## src/logic/rgp_pkg.sv

```systemverilog
// rgp_pkg: register map, field layout, reset values and timing constants
// for the reset generator block.
// assumes a 10 MHz pclk and an APB master with 32-bit data.
package rgp_pkg;

  // ==========================================================
  // register byte offsets
  localparam logic [7:0] OFF_SYS_CTRL  = 8'h00;
  localparam logic [7:0] OFF_PMU_CTRL  = 8'h04;
  localparam logic [7:0] OFF_POR_PIN   = 8'h08;
  localparam logic [7:0] OFF_POR_TIMER = 8'h0C;
  localparam logic [7:0] OFF_REF_TRIM  = 8'h10;
  localparam logic [7:0] OFF_RF_TRIM   = 8'h14;
  localparam logic [7:0] OFF_CLK_TRIM  = 8'h18;
  localparam logic [7:0] OFF_CPU_RST   = 8'h1C;
  localparam logic [7:0] OFF_SCRATCH   = 8'h20;
  localparam logic [7:0] OFF_STATUS    = 8'h24;

  // ==========================================================
  // field positions
  localparam int unsigned SYS_SWRST_BIT  = 0;
  localparam int unsigned PMU_WAKE_BIT   = 0;
  localparam int unsigned PMU_RCOFF_BIT  = 1;
  localparam int unsigned PIN_SEL_W      = 5;
  localparam int unsigned PIN_POL_BIT    = 5;
  localparam int unsigned POR_TIME_W     = 7;
  localparam int unsigned ST_LAST_POR    = 0;
  localparam int unsigned ST_LAST_HW     = 1;
  localparam int unsigned ST_LAST_SW     = 2;
  localparam int unsigned ST_SRC_ANY     = 3;
  localparam int unsigned ST_RC_EN       = 4;
  localparam int unsigned ST_TRIM_DEF    = 5;
  localparam int unsigned ST_BLK_LSB     = 16;

  // ==========================================================
  // values
  localparam logic [POR_TIME_W-1:0] POR_TIME_MAX = 7'h7F;
  localparam logic [POR_TIME_W-1:0] POR_TIME_RST = 7'h18;
  localparam logic [31:0]           CPU_RST_KEY  = 32'h05FA0004;
  localparam logic [7:0]            REF_TRIM_RST = 8'h80;
  localparam logic [7:0]            RF_TRIM_RST  = 8'h80;
  localparam logic [7:0]            CLK_TRIM_RST = 8'h00;
  localparam int unsigned           TICKS_PER_UNIT = 4096;

  // ==========================================================
  // timing: least width of an internal reset pulse, rounded up
  localparam int unsigned CLK_PERIOD_NS = 100;
  localparam int unsigned RST_PULSE_NS  = 1000;
  localparam int unsigned RST_PULSE_CYC = (RST_PULSE_NS + CLK_PERIOD_NS - 1) / CLK_PERIOD_NS;

  // gpio power-on source selection
  typedef struct packed {
    logic                 polarity;
    logic [PIN_SEL_W-1:0] pin_sel;
  } rgp_pin_cfg_s;

endpackage : rgp_pkg

```

## src/logic/rgp_pulse_stretch.sv

```systemverilog
// rgp_pulse_stretch: turns a one-cycle trigger into an active-low reset
// held for a fixed number of pclk cycles, released on a pclk edge.
// assumes trig comes from logic on pclk.
`timescale 1ns/10ps
module rgp_pulse_stretch #(
  parameter int unsigned PULSE = rgp_pkg::RST_PULSE_CYC
) (
  input  wire logic pclk,
  input  wire logic presetn,
  input  wire logic trig,
  output logic      rst_n
);

  localparam int unsigned CW = $clog2(PULSE + 1);
  localparam logic [CW-1:0] LOAD = CW'(PULSE);

  logic [CW-1:0] cnt_r;

  // ==========================================================
  // hold counter: starts loaded so the reset also covers power-up
  always_ff @(posedge pclk or negedge presetn) begin
    if (!presetn) begin
      cnt_r <= LOAD;
    end else if (trig) begin
      cnt_r <= LOAD;
    end else if (cnt_r != '0) begin
      cnt_r <= cnt_r - CW'(1);
    end
  end

  // RULE19 synchronous release
  always_ff @(posedge pclk or negedge presetn) begin
    if (!presetn) begin
      rst_n <= 1'b0;
    end else begin
      rst_n <= ~trig && (cnt_r <= CW'(1));
    end
  end

endmodule : rgp_pulse_stretch

```

## src/logic/rgp_reset_gen.sv

```systemverilog
// rgp_reset_gen: power-on, hardware and software reset generation with a
// power-on timer, register groups per reset scope, APB register access.
// assumes presetn is the supply power-on reset; pad, gpio and rc clock
// are asynchronous pins; wake_event is a pclk pulse from the power manager.
//
// What this block does
// RULE1: the reset pad is active high; a high level requests reset.
// RULE2: pad or selected gpio held for programmed delay gives power-on reset.
// RULE3: pad released before the delay gives a hardware reset instead.
// RULE4: software reset is the OR of cpu key write and control bit.
// RULE5: with wake bit set, waking from sleep raises a hardware reset.
// RULE6: power-on or hardware reset starts the cold start sequence.
// RULE7: reference and rf trim, pin and timer registers are cleared by power-on reset only.
// RULE8: control and clock trim registers survive software reset only.
// RULE9: all other registers except status are cleared by any of the three resets.
// RULE10: the reset pad can always cause power-on reset.
// RULE11: software may pick one gpio as extra power-on source.
// RULE12: the delay factor is a 7-bit field, maximum 0x7F.
// RULE13: source must hold for factor times 4096 rc clock periods.
// RULE14: timer uses rc oscillator, forced on while a source asserts.
// RULE15: pad source uses reset trim, gpio source keeps programmed trim.
// RULE16: pin number zero disables gpio source; polarity 1 is active high.
// RULE17: timer counts while a source asserts, returns to zero on release.
// RULE18: overlapping sources count continuously across both.
// RULE19: pad and gpio are synchronised; resets release on pclk.
`timescale 1ns/10ps
module rgp_reset_gen #(
  parameter int unsigned GPIO_W         = 32,
  parameter int unsigned TICKS_PER_UNIT = rgp_pkg::TICKS_PER_UNIT
) (
  input  wire logic              pclk,
  input  wire logic              presetn,
  input  wire logic [7:0]        paddr,
  input  wire logic              psel,
  input  wire logic              penable,
  input  wire logic              pwrite,
  input  wire logic [31:0]       pwdata,
  output logic      [31:0]       prdata,
  output logic                   pready,
  output logic                   pslverr,
  input  wire logic              reset_pad,
  input  wire logic [GPIO_W-1:0] gpio_in,
  input  wire logic              low_rate_rc_oscillator_clk,
  input  wire logic              wake_event,
  output logic                   por_rst_n,
  output logic                   hw_rst_n,
  output logic                   sw_rst_n,
  output logic                   cold_start,
  output logic                   rc_osc_en,
  output logic                   rc_trim_default
);

  localparam int unsigned TW = $clog2(TICKS_PER_UNIT);
  localparam int unsigned PW = rgp_pkg::POR_TIME_W;

  // ==========================================================
  // synchronisers
  logic              pad_m_r, pad_s_r, pad_d_r;
  logic              rc_m_r, rc_s_r, rc_d_r;
  logic [GPIO_W-1:0] gpio_m_r, gpio_s_r;

  // RULE19 two flops on every pin
  always_ff @(posedge pclk or negedge presetn) begin
    if (!presetn) begin
      pad_m_r  <= 1'b0;
      pad_s_r  <= 1'b0;
      pad_d_r  <= 1'b0;
      rc_m_r   <= 1'b0;
      rc_s_r   <= 1'b0;
      rc_d_r   <= 1'b0;
      gpio_m_r <= '0;
      gpio_s_r <= '0;
    end else begin
      pad_m_r  <= reset_pad;
      pad_s_r  <= pad_m_r;
      pad_d_r  <= pad_s_r;
      rc_m_r   <= low_rate_rc_oscillator_clk;
      rc_s_r   <= rc_m_r;
      rc_d_r   <= rc_s_r;
      gpio_m_r <= gpio_in;
      gpio_s_r <= gpio_m_r;
    end
  end

  // ==========================================================
  // registers and their clears
  rgp_pkg::rgp_pin_cfg_s pin_r;
  logic [PW-1:0]  por_time_r;
  logic [7:0]     ref_trim_r, rf_trim_r, clk_trim_r, scratch_r;
  logic [7:1]     sys_ctrl_r;
  logic           pmu_wake_r, pmu_rcoff_r;
  logic           sw_bit_req_r, cpu_req_r;
  logic           last_por_r, last_hw_r, last_sw_r;
  logic [TW-1:0]  tick_cnt_r;
  logic [PW-1:0]  blk_cnt_r;
  logic           fired_r;
  logic           pready_r, pslverr_r;
  logic [31:0]    prdata_r, rd_nxt;
  logic           err_nxt;

  logic wr_en, src_gpio, src_any, rc_tick, por_fire, hw_pad, hw_fire, sw_fire;
  logic hw_clr, any_clr;

  assign wr_en   = psel && penable && pwrite && pready_r;
  assign rc_tick = rc_s_r && !rc_d_r;
  // RULE16 pin zero disables, polarity picks the active level
  assign src_gpio = (pin_r.pin_sel != '0) && (gpio_s_r[pin_r.pin_sel] == pin_r.polarity);
  // RULE1 RULE10 pad is always a source, active high
  assign src_any  = pad_s_r || src_gpio;
  // RULE2 RULE13 fire once the held time reaches the factor
  assign por_fire = src_any && !fired_r && (blk_cnt_r >= por_time_r);
  // RULE3 short pad pulse; a still-held gpio keeps the count alive
  assign hw_pad   = pad_d_r && !pad_s_r && !fired_r && !src_gpio;
  // RULE5 wake-up reset
  assign hw_fire  = hw_pad || (wake_event && pmu_wake_r);
  // RULE4 soft reset from either request
  assign sw_fire  = sw_bit_req_r || cpu_req_r;
  assign hw_clr   = por_fire || hw_fire;
  assign any_clr  = hw_clr || sw_fire;

  // RULE7 RULE11 RULE12 power-on-only group
  always_ff @(posedge pclk or negedge presetn) begin
    if (!presetn) begin
      pin_r      <= '0;
      por_time_r <= rgp_pkg::POR_TIME_RST;
      ref_trim_r <= rgp_pkg::REF_TRIM_RST;
      rf_trim_r  <= rgp_pkg::RF_TRIM_RST;
    end else if (por_fire) begin
      pin_r      <= '0;
      por_time_r <= rgp_pkg::POR_TIME_RST;
      ref_trim_r <= rgp_pkg::REF_TRIM_RST;
      rf_trim_r  <= rgp_pkg::RF_TRIM_RST;
    end else if (wr_en) begin
      if (paddr == rgp_pkg::OFF_POR_PIN) begin
        pin_r <= rgp_pkg::rgp_pin_cfg_s'(pwdata[rgp_pkg::PIN_POL_BIT:0]);
      end
      if (paddr == rgp_pkg::OFF_POR_TIMER) por_time_r <= pwdata[PW-1:0];
      if (paddr == rgp_pkg::OFF_REF_TRIM) ref_trim_r <= pwdata[7:0];
      if (paddr == rgp_pkg::OFF_RF_TRIM) rf_trim_r <= pwdata[7:0];
    end
  end

  // RULE8 power-on or hardware group, kept through soft reset
  always_ff @(posedge pclk or negedge presetn) begin
    if (!presetn) begin
      sys_ctrl_r  <= '0;
      pmu_wake_r  <= 1'b0;
      pmu_rcoff_r <= 1'b0;
      clk_trim_r  <= rgp_pkg::CLK_TRIM_RST;
    end else if (hw_clr) begin
      sys_ctrl_r  <= '0;
      pmu_wake_r  <= 1'b0;
      pmu_rcoff_r <= 1'b0;
      clk_trim_r  <= rgp_pkg::CLK_TRIM_RST;
    end else if (wr_en) begin
      if (paddr == rgp_pkg::OFF_SYS_CTRL) sys_ctrl_r <= pwdata[7:1];
      if (paddr == rgp_pkg::OFF_PMU_CTRL) begin
        pmu_wake_r  <= pwdata[rgp_pkg::PMU_WAKE_BIT];
        pmu_rcoff_r <= pwdata[rgp_pkg::PMU_RCOFF_BIT];
      end
      if (paddr == rgp_pkg::OFF_CLK_TRIM) clk_trim_r <= pwdata[7:0];
    end
  end

  // RULE9 scratch clears on any reset
  always_ff @(posedge pclk or negedge presetn) begin
    if (!presetn) begin
      scratch_r <= '0;
    end else if (any_clr) begin
      scratch_r <= '0;
    end else if (wr_en && paddr == rgp_pkg::OFF_SCRATCH) begin
      scratch_r <= pwdata[7:0];
    end
  end

  // RULE4 soft reset requests, self clearing; blocked while a reset fires
  always_ff @(posedge pclk or negedge presetn) begin
    if (!presetn) begin
      sw_bit_req_r <= 1'b0;
      cpu_req_r    <= 1'b0;
    end else begin
      sw_bit_req_r <= wr_en && !any_clr && paddr == rgp_pkg::OFF_SYS_CTRL
                      && pwdata[rgp_pkg::SYS_SWRST_BIT];
      cpu_req_r    <= wr_en && !any_clr && paddr == rgp_pkg::OFF_CPU_RST
                      && pwdata == rgp_pkg::CPU_RST_KEY;
    end
  end

  // last reset cause; only supply power-up clears it so software can read it
  always_ff @(posedge pclk or negedge presetn) begin
    if (!presetn) begin
      last_por_r <= 1'b0;
      last_hw_r  <= 1'b0;
      last_sw_r  <= 1'b0;
    end else if (any_clr) begin
      last_por_r <= por_fire;
      last_hw_r  <= hw_fire && !por_fire;
      last_sw_r  <= !hw_clr;
    end
  end

  // ==========================================================
  // power-on timer
  // RULE13 RULE17 RULE18 count rc edges while any source holds
  always_ff @(posedge pclk or negedge presetn) begin
    if (!presetn) begin
      tick_cnt_r <= '0;
      blk_cnt_r  <= '0;
    end else if (!src_any) begin
      tick_cnt_r <= '0;
      blk_cnt_r  <= '0;
    end else if (rc_tick) begin
      if (tick_cnt_r == TW'(TICKS_PER_UNIT - 1)) begin
        tick_cnt_r <= '0;
        if (blk_cnt_r != rgp_pkg::POR_TIME_MAX) blk_cnt_r <= blk_cnt_r + PW'(1);
      end else begin
        tick_cnt_r <= tick_cnt_r + TW'(1);
      end
    end
  end

  // one power-on reset per assertion; rearms when all sources release
  always_ff @(posedge pclk or negedge presetn) begin
    if (!presetn) begin
      fired_r <= 1'b0;
    end else if (!src_any) begin
      fired_r <= 1'b0;
    end else if (por_fire) begin
      fired_r <= 1'b1;
    end
  end

  // ==========================================================
  // reset outputs and oscillator control
  // RULE6 cold start pulse; RULE14 forced oscillator; RULE15 trim choice
  always_ff @(posedge pclk or negedge presetn) begin
    if (!presetn) begin
      cold_start      <= 1'b0;
      rc_osc_en       <= 1'b1;
      rc_trim_default <= 1'b1;
    end else begin
      cold_start      <= hw_clr;
      rc_osc_en       <= !pmu_rcoff_r || src_any;
      rc_trim_default <= pad_s_r;
    end
  end

  rgp_pulse_stretch u_por (.pclk(pclk), .presetn(presetn), .trig(por_fire), .rst_n(por_rst_n));
  rgp_pulse_stretch u_hw  (.pclk(pclk), .presetn(presetn), .trig(hw_clr),   .rst_n(hw_rst_n));
  rgp_pulse_stretch u_sw  (.pclk(pclk), .presetn(presetn), .trig(any_clr),  .rst_n(sw_rst_n));

  // ==========================================================
  // apb slave: read data captured in setup, one access cycle
  always_comb begin
    rd_nxt  = '0;
    err_nxt = 1'b0;
    unique case (paddr)
      rgp_pkg::OFF_SYS_CTRL:  rd_nxt[7:1] = sys_ctrl_r;
      rgp_pkg::OFF_PMU_CTRL:  rd_nxt[1:0] = {pmu_rcoff_r, pmu_wake_r};
      rgp_pkg::OFF_POR_PIN:   rd_nxt[rgp_pkg::PIN_POL_BIT:0] = pin_r;
      rgp_pkg::OFF_POR_TIMER: rd_nxt[PW-1:0] = por_time_r;
      rgp_pkg::OFF_REF_TRIM:  rd_nxt[7:0] = ref_trim_r;
      rgp_pkg::OFF_RF_TRIM:   rd_nxt[7:0] = rf_trim_r;
      rgp_pkg::OFF_CLK_TRIM:  rd_nxt[7:0] = clk_trim_r;
      rgp_pkg::OFF_CPU_RST:   rd_nxt = '0;
      rgp_pkg::OFF_SCRATCH:   rd_nxt[7:0] = scratch_r;
      rgp_pkg::OFF_STATUS: begin
        rd_nxt[rgp_pkg::ST_LAST_POR] = last_por_r;
        rd_nxt[rgp_pkg::ST_LAST_HW]  = last_hw_r;
        rd_nxt[rgp_pkg::ST_LAST_SW]  = last_sw_r;
        rd_nxt[rgp_pkg::ST_SRC_ANY]  = src_any;
        rd_nxt[rgp_pkg::ST_RC_EN]    = rc_osc_en;
        rd_nxt[rgp_pkg::ST_TRIM_DEF] = rc_trim_default;
        rd_nxt[rgp_pkg::ST_BLK_LSB +: PW] = blk_cnt_r;
      end
      default: err_nxt = 1'b1; // unmapped: error, data zero
    endcase
  end

  always_ff @(posedge pclk or negedge presetn) begin
    if (!presetn) begin
      pready_r  <= 1'b0;
      pslverr_r <= 1'b0;
      prdata_r  <= '0;
    end else begin
      pready_r  <= psel && !penable;
      pslverr_r <= psel && !penable && err_nxt;
      if (psel && !penable && !pwrite) begin
        prdata_r <= rd_nxt;
      end
    end
  end

  assign pready  = pready_r;
  assign pslverr = pslverr_r;
  assign prdata  = prdata_r;
endmodule : rgp_reset_gen

```

## config.mk

```make
export PLATFORM = sky130hd
export DESIGN_NAME = rgp_reset_gen
export DESIGN_NICKNAME = d
export VERILOG_FILES = /design/src/logic/rgp_pkg.sv /design/src/logic/rgp_pulse_stretch.sv /design/src/logic/rgp_reset_gen.sv
export SDC_FILE = /design/constraint.sdc
export NUM_CORES = 1
export LEC_CHECK = 0
export ABC_AREA = 1
export BUFFER_PORTS_ARGS = -buffer_cell sky130_fd_sc_hd__buf_2
export CORE_MARGIN = 1.5
export CORE_UTILIZATION = 50
export DETAILED_ROUTE_END_ITERATION = 10
export GPL_TIMING_DRIVEN = 0
export PLACE_DENSITY_LB_ADDON = 0.05
export SLEW_MARGIN = 20
export SYNTH_ARGS = -nofsm -noshare
export SYNTH_HDL_FRONTEND = slang
export SYNTH_SLANG_ARGS = --single-unit
```

## constraint.sdc

```tcl
create_clock -name pclk -period 2.5 [get_ports pclk]
set_input_delay 0.75 -clock pclk [delete_from_list [all_inputs] [get_ports pclk]]
set_output_delay 0.75 -clock pclk [all_outputs]
set_load 0.02 [all_outputs]
```

# Yosys cells after proc, flatten, opt, wreduce, memory -nomap -nowiden
# Cells that the tools add are included.
# totals
out_inout_bits,40
regBits,184
# classes
n_bitwise,3
mux,50
n_eq_ne,17
reduce_logical,67
addsub,5
order_cmp,5
# ops
cell,count
two-way mux 8 bit,11
two-way mux 7 bit,11
two-way mux 12 bit,3
equality test 32 x 27 -> 1 bit (second input constant),1
equality test 8 x 5 -> 1 bit (second input constant),4
one-hot mux 4 bit (8 select lines),1
nonzero test 2 bit,13
logical AND 1 bit,24
two-way mux 4 bit,6
two-way mux 6 bit,3
equality test 8 x 4 -> 1 bit (second input constant),2
equality test 8 x 6 -> 1 bit (second input constant),2
AND reduction 2 bit,7
adder 12 x 1 -> 12 bit (second input constant),1
equality test 12 bit (second input constant),1
less-or-equal comparator 4 x 1 -> 1 bit (second input constant),3
nonzero test 4 bit,3
subtractor 4 x 1 -> 4 bit (second input constant),3
logical NOT 1 bit,10
two-way mux 1 bit,10
OR reduction 10 bit,1
one-hot mux 1 bit (9 select lines),1
equality test 8 x 3 -> 1 bit (second input constant),1
logical NOT 8 bit,1
14 further kinds,24

# Logic depth before layout (Yosys ltp)
# Gate-level depths: netlist (run 1).
# logic_depth
ltp_word,13
ltp_mapped,19
ltp_nobuf,16

# By module
# From an unflattened synthesis (run 1), not the netlist that was laid out.
# unflattened
hier_cells,865
area_unflattened_um2,8081.5
# by_module_without_submodules
mod,area_each_um2,cells_each,instances
rgp_reset_gen,7270.7,778,1
rgp_pulse_stretch,270.3,29,3

# Least setup slack after synthesis (run 1)
# No wires, ideal clock.
# synth_path
path_type,input port to flip-flop
from,in paddr[7]
to,reg sys_ctrl_r[1] (netlist bit)
path_slack_ps,167
arrival_ps,2215
cell_stages,10
setup_ps,119
cell_sequence,nor2_1 nand2_1 nor2_1 inv_1 nor2_1 inv_1 nor2_1 inv_1 nand4_1 nand2_1
# synth_between
elab_chain_len,3
# synth_rtl
item,line,rtl
"start, declared",rgp_reset_gen.sv:33,"input wire logic [7:0] paddr,"
logical NOT 8 bit,rgp_reset_gen.sv:156,if (paddr == rgp_pkg::OFF_SYS_CTRL) sys_ctrl_r <= pwdata[7:1];
nonzero test 2 bit (no line),-,
AND reduction 2 bit (no line),-,
"end signal, assigned",rgp_reset_gen.sv:156,
"end, declared",rgp_reset_gen.sv:90,logic [7:1] sys_ctrl_r;
# Every way passes these cells.
# A chain may end at the register's enable or synchronous reset.

# Final worst setup path (run 1)
# layout_path
from,reg pin_r[0] (netlist bit)
to,reg u_por.rst_n
# layout_between
elab_chain_len,9
word_cells_on_any_way,10
cone_classes,eq/ne: 1; mux: 2; bitwise: 1; reduce/logical: 6
# layout_rtl
item,line,rtl
"start, declared",rgp_reset_gen.sv:87,rgp_pkg::rgp_pin_cfg_s pin_r;
"start signal, assigned",rgp_reset_gen.sv:135,pin_r <= rgp_pkg::rgp_pin_cfg_s'(pwdata[rgp_pkg::PIN_POL_BIT:0]);
binary-select mux 1 bit (select 5 bit),rgp_reset_gen.sv:107,assign src_gpio = (pin_r.pin_sel != '0) && (gpio_s_r[pin_r.pin_sel] == pin_r.polarity);
two-way mux 1 bit (not written as such),rgp_reset_gen.sv:107,
equality test 1 bit,rgp_reset_gen.sv:107,
logical AND 1 bit *,rgp_reset_gen.sv:107,
logical OR 1 bit *,rgp_reset_gen.sv:109,assign src_any = pad_s_r || src_gpio;
logical AND 1 bit * (2 in a row),rgp_reset_gen.sv:111,assign por_fire = src_any && !fired_r && (blk_cnt_r >= por_time_r);
NOT 1 bit *,rgp_pulse_stretch.sv:36,rst_n <= ~trig && (cnt_r <= CW'(1));
logical AND 1 bit *,rgp_pulse_stretch.sv:36,
"end signal, assigned",rgp_pulse_stretch.sv:36,
"end, declared",rgp_pulse_stretch.sv:11,output logic rst_n
# Every way passes the cells marked *; elsewhere a longest branch is shown, timed or not. The select of a mux whose other input is x is not followed.

==> results of run 1 <==
==> cell families after synthesis <==
family | Yosys count | synth area share, %
buffers and inverters | 157 | 8.56
XOR/XNOR | 17 | 1.82
multiplexers | 1 | 0.123
flip-flops | 184 | 56.5
AO/OA/AOI/OAI | 91 | 6.98
AND/OR/NAND/NOR | 437 | 23.2
other | 1 | 0.0459
adder cells (fa/ha/maj) | 18 | 2.76
==> timing repair <==
action,in CTS,in global routing
pin swaps,1,2
gates resized for setup,1,19
endpoints found under the hold margin,0,0
setup buffers,2,1
setup endpoints to repair,10,76
==> through the flow <==
stage | instance area (um^2) | cells | setup WS, ns | hold WS, ns
after floorplan | 8230 | 922 | 0.167 | 0.331
after global placement | 9010 | 1240 | -2.27 | 0.334
after detailed placement | 9070 | 1242 | -0.570 | 0.335
after CTS | 9680 | 1275 | 0.0402 | 0.247
after global routing | 9750 | 1276 | -0.0454 | 0.262
final | 9750 | 1276 | 0.128 | 0.235
==> area by class of cell <==
cell class | instances | area (um^2)
clock buffer | 18 | 429
tap | 216 | 270
multi-input combinational | 581 | 2950
timing repair buffer | 107 | 602
clock inverter | 13 | 158
sequential | 184 | 4620
inverter | 118 | 445
buffer | 39 | 272
fill | 1438 | 6190
==> per-layer routing <==
metal  GRT usage (%)  part of all wire, %  vias up
met3            4.76                  7.7       35
met1            33.4                   45     3040
met2            37.3                   45      280
li1                -                    -     3201
met5               0                    0        -
met4            7.63                  1.8        0
==> report_power, final <==
group,switching [uW],total [uW],internal (uW)
logic,525,878,353
registers,122,3330,3210
clock network,1200,2700,1500
==> sequential cells by signal (all words and copies together) (netlist names), 4 cells and up <==
signal       cells
blk_cnt_r        7
clk_trim_r       8
gpio_m_r        32
gpio_s_r        32
pin_r            6
por_time_r       7
prdata          15
ref_trim_r       8
rf_trim_r        8
scratch_r        8
sys_ctrl_r       7
tick_cnt_r      12
u_hw.cnt_r       4
u_por.cnt_r      4
u_sw.cnt_r       4
==> path summary, 6_finish.rpt <==
check / end / slack, ns / cells past startpoint / start
min in group pclk: gpio_s_r[5] / 0.35 / 0 / gpio_m_r[5]
worst max-delay path: u_por.rst_n / 0.13 / 18 / pin_r[0]
worst min register to register: gpio_s_r[5] / 0.35 / 0 / gpio_m_r[5]
worst max register to register: u_por.rst_n / 0.13 / 18 / pin_r[0]
max in group asynchronous: u_hw.cnt_r[3] / 1.57 / 2 / presetn
worst min-delay path: pslverr / 0.24 / 1 / presetn
==> critical path, cell delays in order (launching register included) <==
cell,delay [ns]
dfrtp_1,0.37
buf_4,0.17
inv_4,0.09
buf_6,0.15
nand2_1,0.06
nand2_1,0.05
nand2_1,0.05
nand3_1,0.08
nand3_1,0.07
nand2_1,0.08
nand2_1,0.06
nand2_1,0.12
nand3_4,0.12
nand2_4,0.13
nand3_4,0.10
buf_6,0.17
buf_2,0.21
o211ai_1,0.11
inv_1,0.05
==> cell usage in the layout, fill, tap and decap left out, drive strengths merged <==
| cell type | n |
|---|---|
| a211oi | 3 |
| a21o | 1 |
| a21oi | 20 |
| a221oi | 9 |
| a22o | 2 |
| a2bb2oi | 3 |
| and2 | 2 |
| buf | 139 |
| bufinv | 2 |
| clkbuf | 25 |
| clkinv | 5 |
| conb | 17 |
| dfrtp | 172 |
| dfstp | 12 |
| ha | 18 |
| inv | 124 |
| mux2i | 1 |
| nand2 | 247 |
| nand3 | 50 |
| nand4 | 48 |
| nor2 | 68 |
| nor3 | 12 |
| nor4 | 9 |
| o2111ai | 2 |
| o211ai | 4 |
| o21ai | 36 |
| o22ai | 3 |
| o31ai | 8 |
| or2 | 1 |
| xnor2 | 3 |
| xor2 | 14 |
==> flow_summary_export.csv, run 1 <==
group,metric,value,unit
run_status,status,"completed",
power_and_ir_drop,power,6910,uW
timing,setup_viol,0,
routing,first_iter_violations,418,
setup_path,startpoint_type,"register",
logic_synthesis,synth_top_area_share,52.7,%
timing,fin_crit_sh,94.9,%
finish,antenna_cells,0,
timing,worst_slew_pin_slew,0.646,ns
logic_synthesis,ys_types,39,
setup_path,cp_data_required_time,2.82,ns
logic_synthesis,syn_area_per_cell,9.02,um^2
routing,dr.pass1.iters,7,
timing,grt_setup_unrepaired,"yes",
finish,drive_gt1_share,18.8,%
grt,groute.usage.overall,23.7,%
logic_synthesis,synth_common_cells,"246 x nand2_1, 172 x dfrtp_1, 113 x inv_1",
grt,grt_max_degree,71,
power_and_ir_drop,power_density,709,nW/um^2
grt,grt_pass1_vias,6039,
placed_design,routabilityCongestion,0.862,
timing,finalClockSkew,0.0101,ns
clock_tree,cts_tree,"built",
setup_path,arrival,2.69,ns
routing,vias_per_cell,5.14,
clock_tree,insertion_delay,0.43,ns
setup_path,worst-path-max-fanout,10,
floorplan,core_area,15900,um^2
finish,fin_nets,1146,
finish,final_util,61.2,%
timing,max_freq,422,MHz
timing,finalHoldViolCount,0,
routing,drc,0,
timing,fin_crit,2.37,ns
clock_tree,cts_max_level,4,
logic_synthesis,synth_warnings,0,
clock_tree,cts_made_buffers,17,
floorplan,die_h,131,um
floorplan,die_width,131,um
setup_path,cp-end-kind,"register",
clock_tree,cts_root_buf,"clkbuf_16",
logic_synthesis,synth_edf_count,0,
floorplan,rows,46,
logic_synthesis,yosysMostFrequentCell,"nand2_1",
floorplan,initial_utilization,51.2,%
placed_design,numPortBuffers,102,
timing,tns,0,ns
logic_synthesis,netlist_top_cells_area,"dfrtp_1 53%, nand2_1 11%, inv_1 5.2%",
logic_synthesis,yosys.area.top_type,"dfrtp_1",
power_and_ir_drop,peakVddDrop,0.507,mV
logic_synthesis,ys.flop_type,"dfrtp_1",
grt,antenna_found_initial,0,
logic_synthesis,async_flop_share,100,%
grt,grt_pass1_wl,30600,um
timing,relSlewSlack,56.8,%
clock_tree,clk_pin_slew_worst_paths,0.07,ns
grt,grt_overflow,0,
logic_synthesis,yosysSeqAreaShare,56.5,%
logic_synthesis,ys_ff_latch,184,
finish,syn2layout_area_growth,19.3,%
routing,wire_per_inst,15.1,um
timing,slew_violations,0,
clock_tree,clock_path_buffers,2,
routing,drt_wl_total,19200,um
worst_hold_path,worstHoldPathType,"input pin to async pin",
placed_design,dp_hpwl,13600,um
clock_tree,hold_buffers,0,
logic_synthesis,synth_cells,906,
setup_path,path_class,"register to register",
clock_tree,cts_sinks,184,
floorplan,die_area,17100,um^2
routing,ant_nets,0,
routing,vias,6556,
flow_run,cap_violations,0,
logic_synthesis,syn_area,8170,um^2
power_and_ir_drop,p_leak,0.00511,uW
floorplan,pin_count,120,
Note: power is estimated with default switching activity, not from simulation.
==> inputs of run 2 (changes only) <==
CORE_ASPECT_RATIO = 2   (was not set)
clock period = 1.96 ns   (was 2.5 ns; I/O delays follow)
==> flow_summary_export.csv, run 2 (synthesis gave the netlist of run 1 again) <==
group,metric,value,unit
timing,slew_violations,0,
timing,relSlewSlack,55.2,%
floorplan,rows,66,
timing,finalHoldViolCount,0,
run_status,failed_checks,"setup timing",
setup_path,critical_path.top_delay_family,"simple AND/OR/NAND/NOR gates",
timing,worst_slew_pin_slew,0.666,ns
floorplan,core_area,16100,um^2
routing,drc,0,
timing,tns,-26.86,ns
routing,dr.pass1.iters,4,
timing,fin_crit_sh,118,%
power_and_ir_drop,peakVddDrop,0.912,mV
setup_path,startpoint_type,"register",
timing,setup_ws,-0.345,ns
setup_path,cp_data_required_time,2.29,ns
setup_path,crit_buf_inv,4,
setup_path,slowest_delay,0.38,ns
power_and_ir_drop,comb_power_share,14.2,%
timing,max_freq,434,MHz
placed_design,routabilityCongestion,0.951,
power_and_ir_drop,swShare,27.6,%
routing,vias,6802,
setup_path,arrival,2.64,ns
flow_run,cap_violations,0,
routing,drt_wl_total,21000,um
routing,wl_met1,8670,um
clock_tree,insertion_delay,0.44,ns
floorplan,die_width,93.4,um
routing,met3WireLength,934,um
grt,antenna_found_initial,0,
timing,grt_setup_unrepaired,"yes",
worst_hold_path,worstHoldPathType,"input pin to async pin",
timing,setup_viol,97,
setup_path,crit_chain,"buf_6, buf_6, nand2_1, nand3_2, nand3_2, nand2_1, nor2_1, nand2_2, nand3_2, nand3_4, nand2_4, nand3_4, buf_16, clkbuf_16, nand4_1, nand2_1",
finish,antenna_cells,0,
routing,met2_length,10600,um
routing,vias_per_cell,5.26,
power_and_ir_drop,p_leak,0.00545,uW
finish,mostFrequentLayoutCells,"197 x nand2_1, 171 x dfrtp_1, 101 x inv_1, 101 x buf_2, 54 x nor2_1",
setup_path,crit_start,"pin_r[0]",
clock_tree,hold_buffers,0,
setup_path,cp_slowest_cell,"dfrtp_1",
finish,fin_nets,1173,
routing,first_iter_violations,427,
grt,grt_max_degree,94,
setup_path,worst-path-max-fanout,7,
finish,postLayoutCellArea,10700,um^2
finish,drive_gt1_share,30.7,%
timing,finalClockSkew,0.0126,ns
floorplan,die_area,17200,um^2
grt,grt_pass1_wl,33200,um
floorplan,pin_count,120,
placed_design,dp_hpwl,13900,um
finish,syn2layout_area_growth,31.3,%
floorplan,die_h,184,um
placed_design,place_area,9070,um^2
routing,ant_nets,0,
power_and_ir_drop,power,9130,uW
floorplan,initial_utilization,50.7,%
clock_tree,cts_made_buffers,17,
clock_tree,clk_pin_slew_worst_paths,0.07,ns
setup_path,cp-end-kind,"register",
clock_tree,cts_tree,"built",
grt,groute.usage.overall,25.4,%
run_status,status,"finished with violations",
setup_path,path_class,"register to register",
routing,wire_per_inst,16.3,um
routing,highest_layer,"met4",
power_and_ir_drop,p_sw,2520,uW
clock_tree,cts_sinks,184,
grt,grt_overflow,0,
power_and_ir_drop,p_seq_share,46.7,%
timing,fin_crit,2.30,ns
placed_design,numPortBuffers,102,
setup_path,timing.rr.start,"pin_r[0]",
clock_tree,cts_max_level,4,
placed_design,post-place-ws,-0.548,ns
clock_tree,cts_root_buf,"clkbuf_16",
grt,grt_pass1_vias,6623,
power_and_ir_drop,power_density,851,nW/um^2
power_and_ir_drop,p_int,6600,uW
finish,final_common_cell,"nand2_1",
clock_tree,clock_path_buffers,2,
power_and_ir_drop,share_clk_of_total_power,39.2,%
## run 2: layer usage
layer / vias to the layer above / global-route usage, %
li1: 3259 / -
met1: 3264 / 32.2
met2: 227 / 41.8
met3: 52 / 3.93
met4: 0 / 12.7
met5: - / 0
## run 2: path summary, 6_finish.rpt
| kind | slack (ns) | depth (start not counted) | endpoint |
|---|---|---|---|
| worst min register to register | 0.35 | 0 | gpio_s_r[24] |
| worst max register to register | -0.34 | 16 | clk_trim_r[6] |
| max in group asynchronous | 0.87 | 2 | u_hw.cnt_r[1] |
| worst max-delay path | -0.34 | 16 | clk_trim_r[6] |
| min in group pclk | 0.25 | 1 | gpio_m_r[27] |
| worst min-delay path | 0.15 | 1 | gpio_m_r[12] |
## run 2: what timing repair did
action | in CTS | in global routing
gates cloned | 7 | 5
setup buffers | 15 | 4
pin swaps | 13 | 22
endpoints found under the setup margin | 97 | 104
resized for setup | 137 | 84
## run 2: final cells by class
| cell class | count | area, um^2 |
|---|---|---|
| multi-input cells | 581 | 3380 |
| repair inverters | 2 | 16.3 |
| repair buffers | 132 | 948 |
| inverters | 118 | 507 |
| clock inverters | 14 | 181 |
| clock buffers | 18 | 439 |
| fillers | 1289 | 5380 |
| plain buffers | 39 | 379 |
| flip-flops and latches | 184 | 4620 |
| well taps | 204 | 255 |
## run 2: power by group through the flow
stage | Sequential, uW | Combinational [uW] | Clock (uW)
6_report | 4260 | 1290 | 3570
5_1_grt | 4280 | 1470 | 3770
4_1_cts | 4260 | 1220 | 3640
3_5_place_dp | 4330 | 1130 | 0
3_3_place_gp | 4310 | 1070 | 0
2_1_floorplan | 4320 | 721 | 0
## run 2: worst reg2reg max path, cell delays in order, from the launching register on
cell and delay (ns):
dfrtp_1 0.38, buf_6 0.14, buf_6 0.13, nand2_1 0.08
nand3_2 0.08, nand3_2 0.07, nand2_1 0.05, nor2_1 0.14
nand2_2 0.09, nand3_2 0.09, nand3_4 0.14, nand2_4 0.12
nand3_4 0.18, buf_16 0.24, clkbuf_16 0.16, nand4_1 0.07
nand2_1 0.05
## run 2: stage by stage
| step | cells | hold WS, ns | utilization [%] |
|---|---|---|---|
| global placement | 1228 | 0.333 | 56.1 |
| finish | 1292 | 0.154 | 66.6 |
| CTS | 1283 | 0.180 | 64.1 |
| floorplan | 922 | 0.292 | - |
| global route | 1292 | 0.210 | 66.6 |
| detailed placement | 1229 | 0.335 | 56.3 |
==> inputs of run 3 (changes only) <==
CORE_ASPECT_RATIO = not set   (was 2)
GPL_ROUTABILITY_DRIVEN = 1   (was not set)
==> flow_summary_export.csv, run 3 (synthesis gave the netlist of run 1 again) <==
group,metric,value,unit
floorplan,rows,46,
run_status,failed_checks,"setup timing",
setup_path,cp_slowest_cell,"dfrtp_1",
routing,dr.pass1.iters,5,
finish,drive_gt1_share,30.8,%
power_and_ir_drop,p_sw,2630,uW
timing,setup_ws,-0.278,ns
clock_tree,clock_path_buffers,2,
flow_run,cap_violations,0,
timing,finalClockSkew,0.00833,ns
setup_path,cp-end-kind,"register",
power_and_ir_drop,power_density,859,nW/um^2
power_and_ir_drop,share_clk_of_total_power,39.6,%
timing,max_freq,447,MHz
clock_tree,cts_root_buf,"clkbuf_16",
routing,drc,0,
grt,grt_max_degree,96,
finish,fin_nets,1175,
routing,first_iter_violations,501,
timing,setup_viol,97,
power_and_ir_drop,swShare,28.5,%
timing,fin_crit,2.24,ns
timing,fin_crit_sh,114,%
grt,groute.usage.overall,24.4,%
clock_tree,cts_made_buffers,17,
floorplan,core_area,15900,um^2
setup_path,slowest_delay,0.39,ns
worst_hold_path,worstHoldPathType,"input pin to async pin",
placed_design,numPortBuffers,102,
routing,wire_per_inst,16.2,um
floorplan,initial_utilization,51.2,%
power_and_ir_drop,comb_power_share,14.4,%
clock_tree,cts_max_level,4,
clock_tree,cts_tree,"built",
floorplan,die_h,131,um
floorplan,die_width,131,um
setup_path,startpoint_type,"register",
grt,grt_pass1_vias,6195,
clock_tree,cts_sinks,184,
grt,grt_pass1_wl,31500,um
finish,mostFrequentLayoutCells,"214 x nand2_1, 171 x dfrtp_1, 102 x buf_2",
timing,worst_slew_pin_slew,0.738,ns
placed_design,dp_hpwl,13700,um
routing,vias,6812,
power_and_ir_drop,p_leak,0.00546,uW
timing,finalHoldViolCount,0,
clock_tree,hold_buffers,0,
timing,slew_violations,0,
setup_path,crit_chain,"buf_4, buf_6, nand2_1, nand3_1, nand3_2, nand2_1, nor2_1, nand2_2, nand2_1, nand2_2, nand3_4, nand2_4, nand3_4, buf_6, nand3_4, clkbuf_16, nor2_2",
setup_path,arrival,2.61,ns
clock_tree,clk_pin_slew_worst_paths,0.07,ns
floorplan,die_area,17100,um^2
power_and_ir_drop,p_seq_share,46.0,%
setup_path,cp_data_required_time,2.34,ns
power_and_ir_drop,peakVddDrop,0.699,mV
timing,tns,-18.96,ns
finish,final_common_cell,"nand2_1",
finish,antenna_cells,0,
routing,drt_wl_total,21200,um
finish,syn2layout_area_growth,31.6,%
floorplan,pin_count,120,
placed_design,routabilityCongestion,0.900,
power_and_ir_drop,p_int,6610,uW
clock_tree,insertion_delay,0.44,ns
setup_path,path_class,"register to register",
run_status,status,"finished with violations",
finish,final_util,67.4,%
routing,ant_nets,0,
timing,grt_setup_unrepaired,"yes",
timing,relSlewSlack,50.8,%
grt,grt_overflow,0,
routing,vias_per_cell,5.22,
grt,antenna_found_initial,0,
setup_path,worst-path-max-fanout,5,
-- run 3: changes by cell type in the layout (fill, tap and decap cells not counted), sizes merged --
cell / change
inv: -1
clkinv: +1
buf: +3
bufbuf: -1
-- run 3: cell type report --
class | count | area (um^2)
Buffer | 39 | 392
Multi-Input combinational cell | 581 | 3330
Sequential cell | 184 | 4620
Fill cell | 1270 | 5190
Timing Repair inverter | 1 | 16.3
Inverter | 118 | 490
Clock buffer | 17 | 425
Timing Repair Buffer | 135 | 983
Clock inverter | 15 | 220
Tap cell | 216 | 270
-- run 3: worst max-delay path, delay by kind of cell (launching register included) --
family	cells	cell delay [ns]
simple gates	13	1.14
flops	1	0.39
buf+inv	4	0.63
-- run 3: power by group through the flow --
stage	clock, uW	combinational [uW]	sequential (uW)
floorplan	0	721	4320
global placement	0	1090	4320
detailed placement	0	1120	4310
CTS	3700	1200	4250
global route	3870	1500	4280
finish	3660	1330	4250
-- run 3: per-layer routing --
| metal | track usage, % | wire [um] | up-vias |
|---|---|---|---|
| li1 | - | - | 3268 |
| met1 | 31.6 | 8820 | 3224 |
| met2 | 39.1 | 10200 | 260 |
| met3 | 5.90 | 1390 | 60 |
| met4 | 11.2 | 780 | 0 |
| met5 | 0 | 0 | - |
-- run 3: metrics by stage --
| step | power, uW | setup slack, ns | area [um^2] | std cells | hold WS (ns) |
|---|---|---|---|---|---|
| final | 9240 | -0.278 | 10700 | 1306 | 0.172 |
| after detailed placement | 5440 | -0.652 | 9080 | 1241 | 0.335 |
| after global placement | 5410 | -2.66 | 9040 | 1240 | 0.333 |
| after floorplan | 5040 | 0.00295 | 8260 | 922 | 0.292 |
| after CTS | 9160 | -0.212 | 10100 | 1285 | 0.210 |
| after global routing | 9650 | -0.422 | 10700 | 1306 | 0.229 |
-- run 3: what timing repair did --
action,in CTS,in global routing
setup endpoints to repair,97,103
resized for setup,76,130
cloned,3,7
pin swaps,4,14
buffers inserted,9,14
-- run 3: worst paths after layout --
path	start	to	slack, ns	cells after the start
max in group asynchronous	presetn	rc_trim_default	0.87	2
worst max register to register	pin_r[0]	u_sw.rst_n	-0.28	17
min in group pclk	gpio_in[11]	gpio_m_r[11]	0.24	1
worst max-delay path	pin_r[0]	u_sw.rst_n	-0.28	17
worst min-delay path	presetn	cpu_req_r	0.17	1
worst min register to register	gpio_m_r[14]	gpio_s_r[14]	0.35	0
